File: config.mk
export PLATFORM = sky130hd
export DESIGN_NAME = ocfr_top
export DESIGN_NICKNAME = d
export VERILOG_FILES = /design/src/verilog/ocfr_pkg.sv /design/src/verilog/ocfr_timer_if.sv /design/src/verilog/ocfr_top.sv /design/src/verilog/ocfr_timer.sv
export SDC_FILE = /design/constraint.sdc
export NUM_CORES = 1
export LEC_CHECK = 0
export ABC_AREA = 0
export BUFFER_PORTS_ARGS = -buffer_cell sky130_fd_sc_hd__buf_2
export CAP_MARGIN = 20
export CORE_MARGIN = 3
export CORE_UTILIZATION = 60
export DETAILED_ROUTE_END_ITERATION = 7
export HOLD_SLACK_MARGIN = 0.12
export PLACE_DENSITY_LB_ADDON = 0.2
export SLEW_MARGIN = 25
export SYNTH_ARGS = -nofsm -noshare
export SYNTH_HDL_FRONTEND = slang
export SYNTH_SLANG_ARGS = --single-unit
File: constraint.sdc
create_clock -name CLK -period 8.1 [get_ports CLK]
set_clock_uncertainty 0.15 [all_clocks]
set_input_delay 0.405 -clock CLK [delete_from_list [all_inputs] [get_ports CLK]]
set_output_delay 0.405 -clock CLK [all_outputs]
set_load 0.03 [all_outputs]
File: src/verilog/ocfr_pkg.sv
// Package of constants and types for the over-current fault response block
package ocfr_pkg;

  // Command codes of the two registers
  localparam logic [7:0] OCFR_ADDR_LIMIT = 8'h46;
  localparam logic [7:0] OCFR_ADDR_RESPONSE = 8'h47;

  // Values after reset
  localparam logic [15:0] OCFR_LIMIT_RESET = 16'h03ff; // Top mantissa bit is the sign
  localparam logic [7:0] OCFR_RESPONSE_RESET = 8'h00;

  // Field positions in the response register
  localparam int OCFR_RESP_MSB = 7;
  localparam int OCFR_RESP_LSB = 6;
  localparam int OCFR_RETRY_MSB = 5;
  localparam int OCFR_RETRY_LSB = 3;
  localparam int OCFR_DELAY_MSB = 2;
  localparam int OCFR_DELAY_LSB = 0;

  // Response codes
  localparam logic [1:0] OCFR_RESP_LIMIT = 2'h0;
  localparam logic [1:0] OCFR_RESP_LIMIT_LV = 2'h1;
  localparam logic [1:0] OCFR_RESP_DELAY_RETRY = 2'h2;
  localparam logic [1:0] OCFR_RESP_RESUME = 2'h3;

  // Retry codes
  localparam logic [2:0] OCFR_RETRY_NONE = 3'h0;
  localparam logic [2:0] OCFR_RETRY_CONT = 3'h7;

  // Linear format layout: 5-bit exponent over an 11-bit mantissa
  localparam int OCFR_EXP_LSB = 11;
  localparam int OCFR_FRAC_BITS = 16;

  typedef enum logic [2:0] {
    OCFR_RUN,
    OCFR_LIMIT,
    OCFR_RETRY_WAIT,
    OCFR_LATCHED,
    OCFR_RESUME_WAIT
  } ocfr_state_t;

endpackage : ocfr_pkg

File: src/verilog/ocfr_timer_if.sv
// Interface between the fault sequencer and its delay timer
`timescale 1ns/1ps
interface ocfr_timer_if;
  logic start;
  logic [7:0] units;
  logic [15:0] unit_cycles;
  logic busy;
  logic expired;

  modport ctrl (output start, output units, output unit_cycles, input busy, input expired);
  modport timer (input start, input units, input unit_cycles, output busy, output expired);
endinterface : ocfr_timer_if

File: src/verilog/ocfr_top.sv
// Over-current fault response: limit compare, response sequencing, retries
//
// Function
// - Retry codes five, six: restart then latch off
// - Retry code seven restarts until off or fault
// - Delay count is two to field power
// - Unit length comes from separate time-unit setting
// - Delay times limiting or spaces restart attempts
// - Sixteen-bit linear limit sets the current threshold
// - Every fault sets status and alerts host
// - Response zero clamps current forever
// - Response one clamps unless voltage drops low
// - Response two clamps for delay, then retries
// - Response three disables until fault disappears
// - Retry zero never restarts; stays off
// - Restarts spaced by delay count times unit
// - Retry codes one to four restart then latch
`timescale 1ns/1ps
module ocfr_top
  import ocfr_pkg::*;
(
  input wire logic CLK,
  input wire logic RESET_N,
  input wire logic [7:0] REG_ADDR,
  input wire logic [15:0] REG_WDATA,
  input wire logic REG_WE,
  output logic [15:0] REG_RDATA,
  input wire logic [15:0] IOUT,
  input wire logic VOUT_BELOW_LV,
  input wire logic [15:0] DELAY_UNIT_CYCLES,
  input wire logic OUTPUT_ON_CMD,
  input wire logic OTHER_FAULT_OFF,
  input wire logic FAULT_CLEAR,
  output logic OUTPUT_ENABLE,
  output logic CURRENT_LIMIT_EN,
  output logic [15:0] CURRENT_LIMIT_VALUE,
  output logic OC_FAULT_STATUS,
  output logic HOST_ALERT
);

  ////////////////////////////////////////////////////////////////////////////
  // Linear format to signed fixed point with 16 fraction bits
  function automatic logic signed [47:0] ocfr_linear(input logic [15:0] word);
    logic signed [47:0] mant;
    logic signed [5:0] shift;
    mant = 48'(signed'(word[OCFR_EXP_LSB-1:0]));
    shift = 6'(signed'(word[15:OCFR_EXP_LSB])) + 6'(OCFR_FRAC_BITS);
    ocfr_linear = mant <<< shift[4:0];
  endfunction : ocfr_linear

  // Number of delay units for a three-bit field
  function automatic logic [7:0] ocfr_units(input logic [2:0] field);
    ocfr_units = 8'h01 << field;
  endfunction : ocfr_units

  ////////////////////////////////////////////////////////////////////////////
  // Registers
  logic [15:0] limit_reg;
  logic [7:0] response_reg;
  logic [15:0] rdata_reg;

  // Writes to other command codes are dropped silently
  always_ff @(posedge CLK or negedge RESET_N)
  begin
    if (!RESET_N)
    begin
      limit_reg <= OCFR_LIMIT_RESET;
      response_reg <= OCFR_RESPONSE_RESET;
    end
    else if (REG_WE)
    begin
      if (REG_ADDR == OCFR_ADDR_LIMIT)
        limit_reg <= REG_WDATA;
      if (REG_ADDR == OCFR_ADDR_RESPONSE)
        response_reg <= REG_WDATA[7:0];
    end
  end

  // Read data registered one cycle after the address; unmapped reads zero
  always_ff @(posedge CLK or negedge RESET_N)
  begin
    if (!RESET_N)
      rdata_reg <= 16'h0000;
    else if (REG_ADDR == OCFR_ADDR_LIMIT)
      rdata_reg <= limit_reg;
    else if (REG_ADDR == OCFR_ADDR_RESPONSE)
      rdata_reg <= {8'h00, response_reg};
    else
      rdata_reg <= 16'h0000;
  end

  assign REG_RDATA = rdata_reg;

  logic [1:0] resp_mode;
  logic [2:0] retry_field;
  logic [2:0] delay_field;

  assign resp_mode = response_reg[OCFR_RESP_MSB:OCFR_RESP_LSB];
  assign retry_field = response_reg[OCFR_RETRY_MSB:OCFR_RETRY_LSB];
  assign delay_field = response_reg[OCFR_DELAY_MSB:OCFR_DELAY_LSB];

  ////////////////////////////////////////////////////////////////////////////
  // Over-current compare
  logic oc_fault;
  logic oc_fault_d_reg;
  logic oc_rise;
  logic off_cmd;

  assign oc_fault = ocfr_linear(IOUT) > ocfr_linear(limit_reg);
  // Other shutdowns act like a command off
  assign off_cmd = !OUTPUT_ON_CMD || OTHER_FAULT_OFF;

  always_ff @(posedge CLK or negedge RESET_N)
  begin
    if (!RESET_N)
      oc_fault_d_reg <= 1'b0;
    else
      oc_fault_d_reg <= oc_fault;
  end

  // Edge only: a clear during a standing fault stays cleared
  assign oc_rise = oc_fault && !oc_fault_d_reg;

  ////////////////////////////////////////////////////////////////////////////
  // Delay timer
  ocfr_timer_if tmr ();

  ocfr_timer u_timer (
    .clk(CLK),
    .reset_n(RESET_N),
    .tmr(tmr)
  );

  logic tmr_start;

  assign tmr.units = ocfr_units(delay_field);
  // A zero unit length behaves as one cycle in the timer
  assign tmr.unit_cycles = DELAY_UNIT_CYCLES;
  assign tmr.start = tmr_start;

  ////////////////////////////////////////////////////////////////////////////
  // Sequencer
  ocfr_state_t state_reg;
  ocfr_state_t state_next;
  logic [2:0] retries_reg;
  logic retry_take;
  logic shutdown;
  logic can_retry;

  // Continuous retry never consumes the counter
  assign can_retry = (retry_field == OCFR_RETRY_CONT) || (retries_reg != OCFR_RETRY_NONE);

  always_comb
  begin
    state_next = state_reg;
    tmr_start = 1'b0;
    retry_take = 1'b0;
    shutdown = 1'b0;
    case (state_reg)
      OCFR_RUN:
      begin
        if (!off_cmd && oc_fault)
        begin
          if (resp_mode == OCFR_RESP_RESUME)
            state_next = OCFR_RESUME_WAIT;
          else
          begin
            state_next = OCFR_LIMIT;
            tmr_start = (resp_mode == OCFR_RESP_DELAY_RETRY);
          end
        end
      end
      OCFR_LIMIT:
      begin
        if (!oc_fault)
          state_next = OCFR_RUN;
        else if (resp_mode == OCFR_RESP_LIMIT_LV && VOUT_BELOW_LV)
          shutdown = 1'b1;
        else if (resp_mode == OCFR_RESP_DELAY_RETRY && tmr.expired)
          shutdown = 1'b1;
        else if (resp_mode == OCFR_RESP_RESUME)
          state_next = OCFR_RESUME_WAIT;
        // Mode switched to timed limiting while already clamping
        else if (resp_mode == OCFR_RESP_DELAY_RETRY && !tmr.busy)
          tmr_start = 1'b1;
      end
      OCFR_RETRY_WAIT:
      begin
        if (tmr.expired)
          state_next = OCFR_RUN;
      end
      OCFR_LATCHED:
      begin
        if (FAULT_CLEAR)
          state_next = OCFR_RUN;
      end
      OCFR_RESUME_WAIT:
      begin
        if (!oc_fault)
          state_next = OCFR_RUN;
      end
      default:
        state_next = OCFR_RUN;
    endcase
    if (shutdown)
    begin
      if (can_retry)
      begin
        // Restart spacing runs from the shutdown to the restart
        state_next = OCFR_RETRY_WAIT;
        tmr_start = 1'b1;
        retry_take = 1'b1;
      end
      else
        state_next = OCFR_LATCHED;
    end
    if (off_cmd)
    begin
      state_next = OCFR_RUN;
      tmr_start = 1'b0;
      retry_take = 1'b0;
    end
  end

  always_ff @(posedge CLK or negedge RESET_N)
  begin
    if (!RESET_N)
      state_reg <= OCFR_RUN;
    else
      state_reg <= state_next;
  end

  // Remaining restart attempts
  always_ff @(posedge CLK or negedge RESET_N)
  begin
    if (!RESET_N)
      retries_reg <= OCFR_RETRY_NONE;
    else if (off_cmd || FAULT_CLEAR)
      retries_reg <= retry_field;
    // A new response setting starts a fresh retry budget
    else if (REG_WE && REG_ADDR == OCFR_ADDR_RESPONSE)
      retries_reg <= REG_WDATA[OCFR_RETRY_MSB:OCFR_RETRY_LSB];
    else if (retry_take && retry_field != OCFR_RETRY_CONT)
      retries_reg <= retries_reg - 3'h1;
  end

  ////////////////////////////////////////////////////////////////////////////
  // Status and host notification; a new fault wins over a clear
  logic status_reg;
  logic alert_reg;

  always_ff @(posedge CLK or negedge RESET_N)
  begin
    if (!RESET_N)
      status_reg <= 1'b0;
    else if (oc_rise)
      status_reg <= 1'b1;
    else if (FAULT_CLEAR)
      status_reg <= 1'b0;
  end

  always_ff @(posedge CLK or negedge RESET_N)
  begin
    if (!RESET_N)
      alert_reg <= 1'b0;
    else if (oc_rise)
      alert_reg <= 1'b1;
    else if (FAULT_CLEAR)
      alert_reg <= 1'b0;
  end

  assign OC_FAULT_STATUS = status_reg;
  assign HOST_ALERT = alert_reg;

  ////////////////////////////////////////////////////////////////////////////
  // Power stage controls, registered
  logic out_en_reg;
  logic limit_en_reg;

  // Registered so the power stage never sees a decode glitch
  always_ff @(posedge CLK or negedge RESET_N)
  begin
    if (!RESET_N)
      out_en_reg <= 1'b0;
    else
      out_en_reg <= !off_cmd && (state_next == OCFR_RUN || state_next == OCFR_LIMIT);
  end

  always_ff @(posedge CLK or negedge RESET_N)
  begin
    if (!RESET_N)
      limit_en_reg <= 1'b0;
    else
      limit_en_reg <= !off_cmd && state_next == OCFR_LIMIT;
  end

  assign OUTPUT_ENABLE = out_en_reg;
  assign CURRENT_LIMIT_EN = limit_en_reg;
  assign CURRENT_LIMIT_VALUE = limit_reg;

endmodule : ocfr_top

File: src/verilog/ocfr_timer.sv
// Delay timer counting whole delay units of a programmable length
`timescale 1ns/1ps
module ocfr_timer
  import ocfr_pkg::*;
(
  input wire logic clk,
  input wire logic reset_n,
  ocfr_timer_if.timer tmr
);

  logic [15:0] prescale_reg;
  logic [7:0] units_reg;
  logic busy_reg;
  logic expired_reg;
  logic unit_tick;

  ////////////////////////////////////////////////////////////////////////////
  // One-cycle enable at the end of each delay unit
  assign unit_tick = busy_reg && (prescale_reg <= 16'h0001);

  always_ff @(posedge clk or negedge reset_n)
  begin
    if (!reset_n)
      prescale_reg <= 16'h0000;
    else if (tmr.start || unit_tick)
      prescale_reg <= tmr.unit_cycles;
    else if (busy_reg)
      prescale_reg <= prescale_reg - 16'h0001;
  end

  ////////////////////////////////////////////////////////////////////////////
  // Unit count and completion
  always_ff @(posedge clk or negedge reset_n)
  begin
    if (!reset_n)
    begin
      units_reg <= 8'h00;
      busy_reg <= 1'b0;
      expired_reg <= 1'b0;
    end
    else if (tmr.start)
    begin
      units_reg <= tmr.units;
      busy_reg <= 1'b1;
      expired_reg <= 1'b0;
    end
    else if (unit_tick)
    begin
      units_reg <= units_reg - 8'h01;
      if (units_reg <= 8'h01)
      begin
        busy_reg <= 1'b0;
        expired_reg <= 1'b1;
      end
    end
    else
      expired_reg <= 1'b0;
  end

  assign tmr.busy = busy_reg;
  assign tmr.expired = expired_reg;

endmodule : ocfr_timer

-- Word-level counts from Yosys, hierarchy flattened
Index checks and enable logic that the tools add are counted.
- bits of input ports: 63
- word-level logic and storage cells: 115
- bits in registers: 76
- order comparisons: 3
- muxes and demuxes: 48
- eq/ne operators: 13
- reduce and logical (&&, ||, !) cells: 30
- $add $sub $neg: 5
- shifts and indexed selects: 3
- operators by type and width (cell ; count):
    $sshl 11x5->48 ; 2
    $gt 48x48->1 ; 1
    $mux 16 ; 3
    $mux 3 ; 14
    $mux 1 ; 26
    $mux 8 ; 3
    $eq 8x7->1 const B ; 2
    $le 16x1->1 const B ; 1
    $sub 16x1->16 const B ; 1
    $pmux 3 s5 ; 1
    $add 5x5->5 const B ; 2
    $logic_and 1x1->1 ; 10
    $le 8x1->1 const B ; 1
    $reduce_bool 2->1 ; 4
    $shl 1x3->8 const A ; 1
    $sub 8x1->8 const B ; 1
    $eq 3x1->1 const B ; 2
    $eq 3x2->1 const B ; 2
    $eq 3x3->1 const B ; 2
    $logic_not 3->1 ; 2
    $reduce_and 2->1 ; 3
    $reduce_bool 3->1 ; 2
    $logic_or 1x1->1 ; 5
    $eq 2x2->1 const B ; 2
    other kinds (6) ; 9

-- Depth between registers and ports, before layout
- depth in word-level cells: 13
- gate-level depth with buffers: 22
- depth with buffers taken out: 18

-- By module
From an unflattened synthesis, not the netlist that was laid out.
- cells, all modules: 817
- area total of the unflattened synthesis: 6667.6 sq um
- modules (own cells, without submodules) (module ; area an instance (sq um) ; cells an instance ; seq. area each (sq um) ; instances):
    ocfr_top ; 4943.5 ; 621 ; 1263.7 ; 1
    ocfr_timer ; 1724.2 ; 196 ; 650.6 ; 1

-- Worst setup path after synthesis
Ideal clock, no wire load.
- path kind: in2reg
- start: input IOUT[12]
- end: register retries_reg[2]
- cell stages on the path: 19
- required time: 7.825 ns
- setup slack: 3.941 ns
- data arrival time: 3.884 ns
- library setup time: 0.125 ns
- buffers on the path: 2
- path through: clkbuf_1 > clkbuf_1 > mux2i_1 > nand2_1 > o21ai_0 > nand2_1 > o21ai_0 > a21oi_1 > and2_1 > ha_1 > nand4_1 > or4_4 > a21oi_1 > nor3_1 > a2bb2oi_2 > a21boi_4 > nand4b_2 > and3b_4 > mux2_4
- cells in the longest elaborated chain, start to end: 9
- RTL lines (what ; RTL line ; RTL):
    from (decl) ; ocfr_top.sv:28 ; input wire logic [15:0] IOUT,
    $add 5x5->5 ; ocfr_top.sv:47 ; shift = 6'(signed'(word[15:OCFR_EXP_LSB])) + 6'(OCFR_FRAC_BITS);
    $sshl 11x5->48 ; ocfr_top.sv:48 ; ocfr_linear = mant <<< shift[4:0];
    $gt 48x48->1 ; ocfr_top.sv:109 ; assign oc_fault = ocfr_linear(IOUT) > ocfr_linear(limit_reg);
    via oc_fault ; ocfr_top.sv:104 ; logic oc_fault;
    $mux 1 ; ocfr_top.sv:175 ; if (!oc_fault)
    $mux 1 ; ocfr_top.sv:159 ; case (state_reg)
    $mux 1 ; ocfr_top.sv:205 ; if (shutdown)
    $mux 1 ; ocfr_top.sv:217 ; if (off_cmd)
    $logic_and 1x1->1 ; ocfr_top.sv:243 ; else if (retry_take && retry_field != OCFR_RETRY_CONT)
    $reduce_bool 3->1 (no line) ; -- ;
    to (signal assigned) ; ocfr_top.sv:239 ; retries_reg <= retry_field;
    to (signal assigned) ; ocfr_top.sv:242 ; retries_reg <= REG_WDATA[OCFR_RETRY_MSB:OCFR_RETRY_LSB];
    to (signal assigned) ; ocfr_top.sv:244 ; retries_reg <= retries_reg - 3'h1;
    to (decl) ; ocfr_top.sv:145 ; logic [2:0] retries_reg;
The timed path passes the listed nets, and every way through them passes these cells.
A chain may end at the register's enable or synchronous reset.

-- Worst setup path in the final report
- start: register limit_reg[12] (netlist: CURRENT_LIMIT_VALUE[12])
- end: register u_timer.prescale_reg[13]
- cells in the longest elaborated chain, start to end: 11
- RTL lines (what ; RTL line ; RTL):
    from (decl) ; ocfr_top.sv:58 ; logic [15:0] limit_reg;
    from (signal assigned) ; ocfr_top.sv:67 ; limit_reg <= OCFR_LIMIT_RESET;
    from (signal assigned) ; ocfr_top.sv:73 ; limit_reg <= REG_WDATA;
    $add 5x5->5 (*) ; ocfr_top.sv:47 ;
    $sshl 11x5->48 (*) ; ocfr_top.sv:48 ;
    $gt 48x48->1 (*) ; ocfr_top.sv:109 ;
    $logic_and 1x1->1 ; ocfr_top.sv:162 ; if (!off_cmd && oc_fault)
    $mux 1 ; ocfr_top.sv:162 ;
    $pmux 1 s2 ; ocfr_top.sv:159 ;
    $mux 1 ; ocfr_top.sv:207 ; if (can_retry)
    $mux 1 (*) ; ocfr_top.sv:205 ;
    $mux 1 (*) ; ocfr_top.sv:217 ;
    $logic_or 1x1->1 (*) ; ocfr_timer.sv:25 ; else if (tmr.start || unit_tick)
    $mux 16 / $reduce_bool 2->1 (equally long branches) ; -- ;
    to (signal assigned) ; ocfr_timer.sv:26 ; prescale_reg <= tmr.unit_cycles;
    to (signal assigned) ; ocfr_timer.sv:28 ; prescale_reg <= prescale_reg - 16'h0001;
    to (decl) ; ocfr_timer.sv:11 ; logic [15:0] prescale_reg;
Mark *: on every way between the ends. The rest lies on a longest branch, timed or not.

==> impl_metrics.ini <==
[sta]
finalHoldViolCount = 0
max_slew_margin = 0.373
worstMarginPinSlew_ns = 0.940
min_period_over_period = 0.630
timing.fmax_ghz = 0.196
timing.final.ws_setup_ns = 2.99
rsz0062_at_grt = false
finalMaxSlewViolations = 0
post-route-min-period_ns = 5.11
setup_violations = 0
setup_tns_ns = 0

[routing]
drt_iter0_drc = 516
wl_per_cell_um = 17.0
routed_via_density = 6.19
ant_nets = 0
num_vias = 6484
drt-total-wl_um = 17800
drc_errors = 0
drt_pre_antenna_iters = 5

[cells_and_area]
antenna_cells = 0
drive_above_1_share = 0.188
fin_util = 0.702
finish.instance_area_um2 = 7310
synthToLayoutAreaGrowth_pct = 12.9
finalNetCount = 1017

[worst_setup_path]
worstSetupStartpoint = CURRENT_LIMIT_VALUE[12]
critPathBufInv = 2
cp.depth = 16
critical_path.max_stage_delay_ns = 0.65
cp_top_family = simple AND/OR/NAND/NOR gates
crit_arrival_ns = 5.21
worstPathCellList = clkinv_1, mux2i_1, a21oi_1, o21ai_0, nand2_1, ha_1, nand4_1, or4_4, a21oi_1, nor3_1, a2bb2oi_2, a21oi_2, buf_4, nand2b_1, o21ai_0, a22o_1
reg2reg_from = CURRENT_LIMIT_VALUE[12]
critical_path_class = flip-flop to flip-flop
path_max_fanout = 34
worstPathRequired_ns = 8.20
r2r-end = u_timer.prescale_reg[13]
rrSetupSlack_ns = 2.99
cp-end-kind = flip-flop
worst_path_max_delay_cell = dfrtp_1
worst-r2r-cell-count = 16
critPathLaunchType = flip-flop

[clock_network]
clk_pin_slew_ns = 0.10
cts.sinks = 76
clock_latency_ns = 0.36
cts_tree = yes
cts_buffers = 9
cts_setup_buffers = 0
cts_root_buf = clkbuf_8
clockBufferDepth = 2
htree_levels = 3
cts_resized = 0

[synth]
synth_top_area_frac = 0.255
async_flop_share = 1.00
synth.distinct_cells = 66
post_synth_instance_area_um2 = 6480
post_synth_inst_count = 825
synthTopCellsByArea = dfrtp_1, ha_1, o21ai_0
synth_edf_count = 0
ys_warn_count = 0
syn_nets = 936
synthFlopType = dfrtp_1
syn_avg_cell_area_um2 = 7.85
synth.yosys.seq_area_share = 0.295
yosysTopAreaCell = dfrtp_1
ys_seq_elements = 76

[floorplanning]
core_um2 = 10400
rows = 37
die_h_um = 110
dieArea_um2 = 12100
io_pins = 99
die_w_um = 110
initial_core_util = 0.622

[grt]
antenna_found_initial = 0
gr-max-usage-layer = met2
grt.met2_usage = 0.499
grt_pass1_wl_um = 28100
grt_start_max_net_pins = 77
met1_usage = 0.383
grt_overflow_total = 0
grtUsageMet3 = 0.0364
grt_pass1_vias = 5938
grt_usage = 0.291

[place]
gp_congestion = 0.950
hpwl_um = 13400
io_buffers = 98
post-place-ws_ns = 2.98
placed_area_um2 = 6990

[worst_hold_path]
min_from = REG_WDATA[10]
hold_end = CURRENT_LIMIT_VALUE[10]
holdPathStages = 3
hold_path_class = primary input to flip-flop

[power]
power.leakage_nw = 3.29
powerDensity_nw_per_um2 = 168
peakVddDrop_mv = 0.131
finalPower_w = 0.00123

[run_status]
status = completed

[run]
drv_cap = 0
==> synth_stat cells, drive strengths merged (18+ instances only) <==
library cell,n
nor2,103
nand2,99
o21ai,96
a21oi,66
dfrtp,66
ha,48
mux2i,39
clkbuf,36
mux2,28
inv,25
nor3,25
nand3,18
==> kinds of logic after synthesis <==
logic type | count (synthesis) | synth area share
flip-flops | 76 | 0.295
AO/OA/AOI/OAI | 231 | 0.214
AND/OR/NAND/NOR | 319 | 0.231
buffers and inverters | 75 | 0.0456
multiplexers | 67 | 0.109
adder cells (fa/ha/maj) | 48 | 0.0927
XOR/XNOR | 9 | 0.0122
==> power breakdown <==
| part | internal (W) | switching, W | total, W |
|---|---|---|---|
| registers | 0.000435 | 0.0000786 | 0.000514 |
| clock network | 0.000118 | 0.000163 | 0.000281 |
| logic | 0.000176 | 0.000258 | 0.000434 |
==> placed cells by master, fill, tap and decap left out, drive strengths merged, types with 10 or more instances in the layout <==
| master | n |
|---|---|
| mux2 | 28 |
| dfstp | 10 |
| nand2 | 99 |
| o21ai | 96 |
| dlygate4sd3 | 14 |
| nand4 | 10 |
| a22oi | 10 |
| a21oi | 66 |
| mux2i | 39 |
| ha | 48 |
| nor3 | 25 |
| inv | 29 |
| buf | 102 |
| nor2 | 103 |
| and2 | 10 |
| dfrtp | 66 |
| nand3 | 18 |
==> worst max path at each step <==
stage / end / slack, ns
6_report: u_timer.prescale_reg[13] / 2.99
5_1_grt: u_timer.prescale_reg[13] / 2.56
4_1_cts: u_timer.prescale_reg[13] / 3.06
3_5_place_dp: u_timer.prescale_reg[13] / 2.98
3_3_place_gp: u_timer.prescale_reg[13] / 3.16
2_1_floorplan: retries_reg[2] / 3.94
==> metrics by stage <==
stage               hold slack, ns  instances
floorplan                  -0.0406        825
global placement             0.261       1017
detailed placement           0.273       1017
CTS                          0.122       1046
global route                 0.123       1047
finish                       0.127       1047
==> routing by layer <==
layer | part of all wire | routed length (um)
met4 | 0.020 | 355
met1 | 0.41 | 7390
met3 | 0.054 | 961
met5 | 0 | 0
met2 | 0.51 | 9130
==> worst min-delay path, delay by kind of cell <==
kind / cells / cell delay, ns
buffers and inverters: 1 / 0.08
AOI/OAI and AO/OA: 1 / 0.07
and+or+nand+nor: 1 / 0.05
==> repair_timing <==
action | CTS | global route
hold buffers | 13 | 1
hold endpoints to repair | 78 | 1
endpoints found under the setup margin | 0 | 0
==> final cells by class <==
class,count,area [um2]
clock inverters,7,63.8
fillers,842,3100
well taps,136,170
flip-flops and latches,76,1910
inverters,29,109
multi-input cells,674,4270
clock buffers,9,124
repair buffers,116,663
No activity file was read; power rests on OpenSTA's default activity.
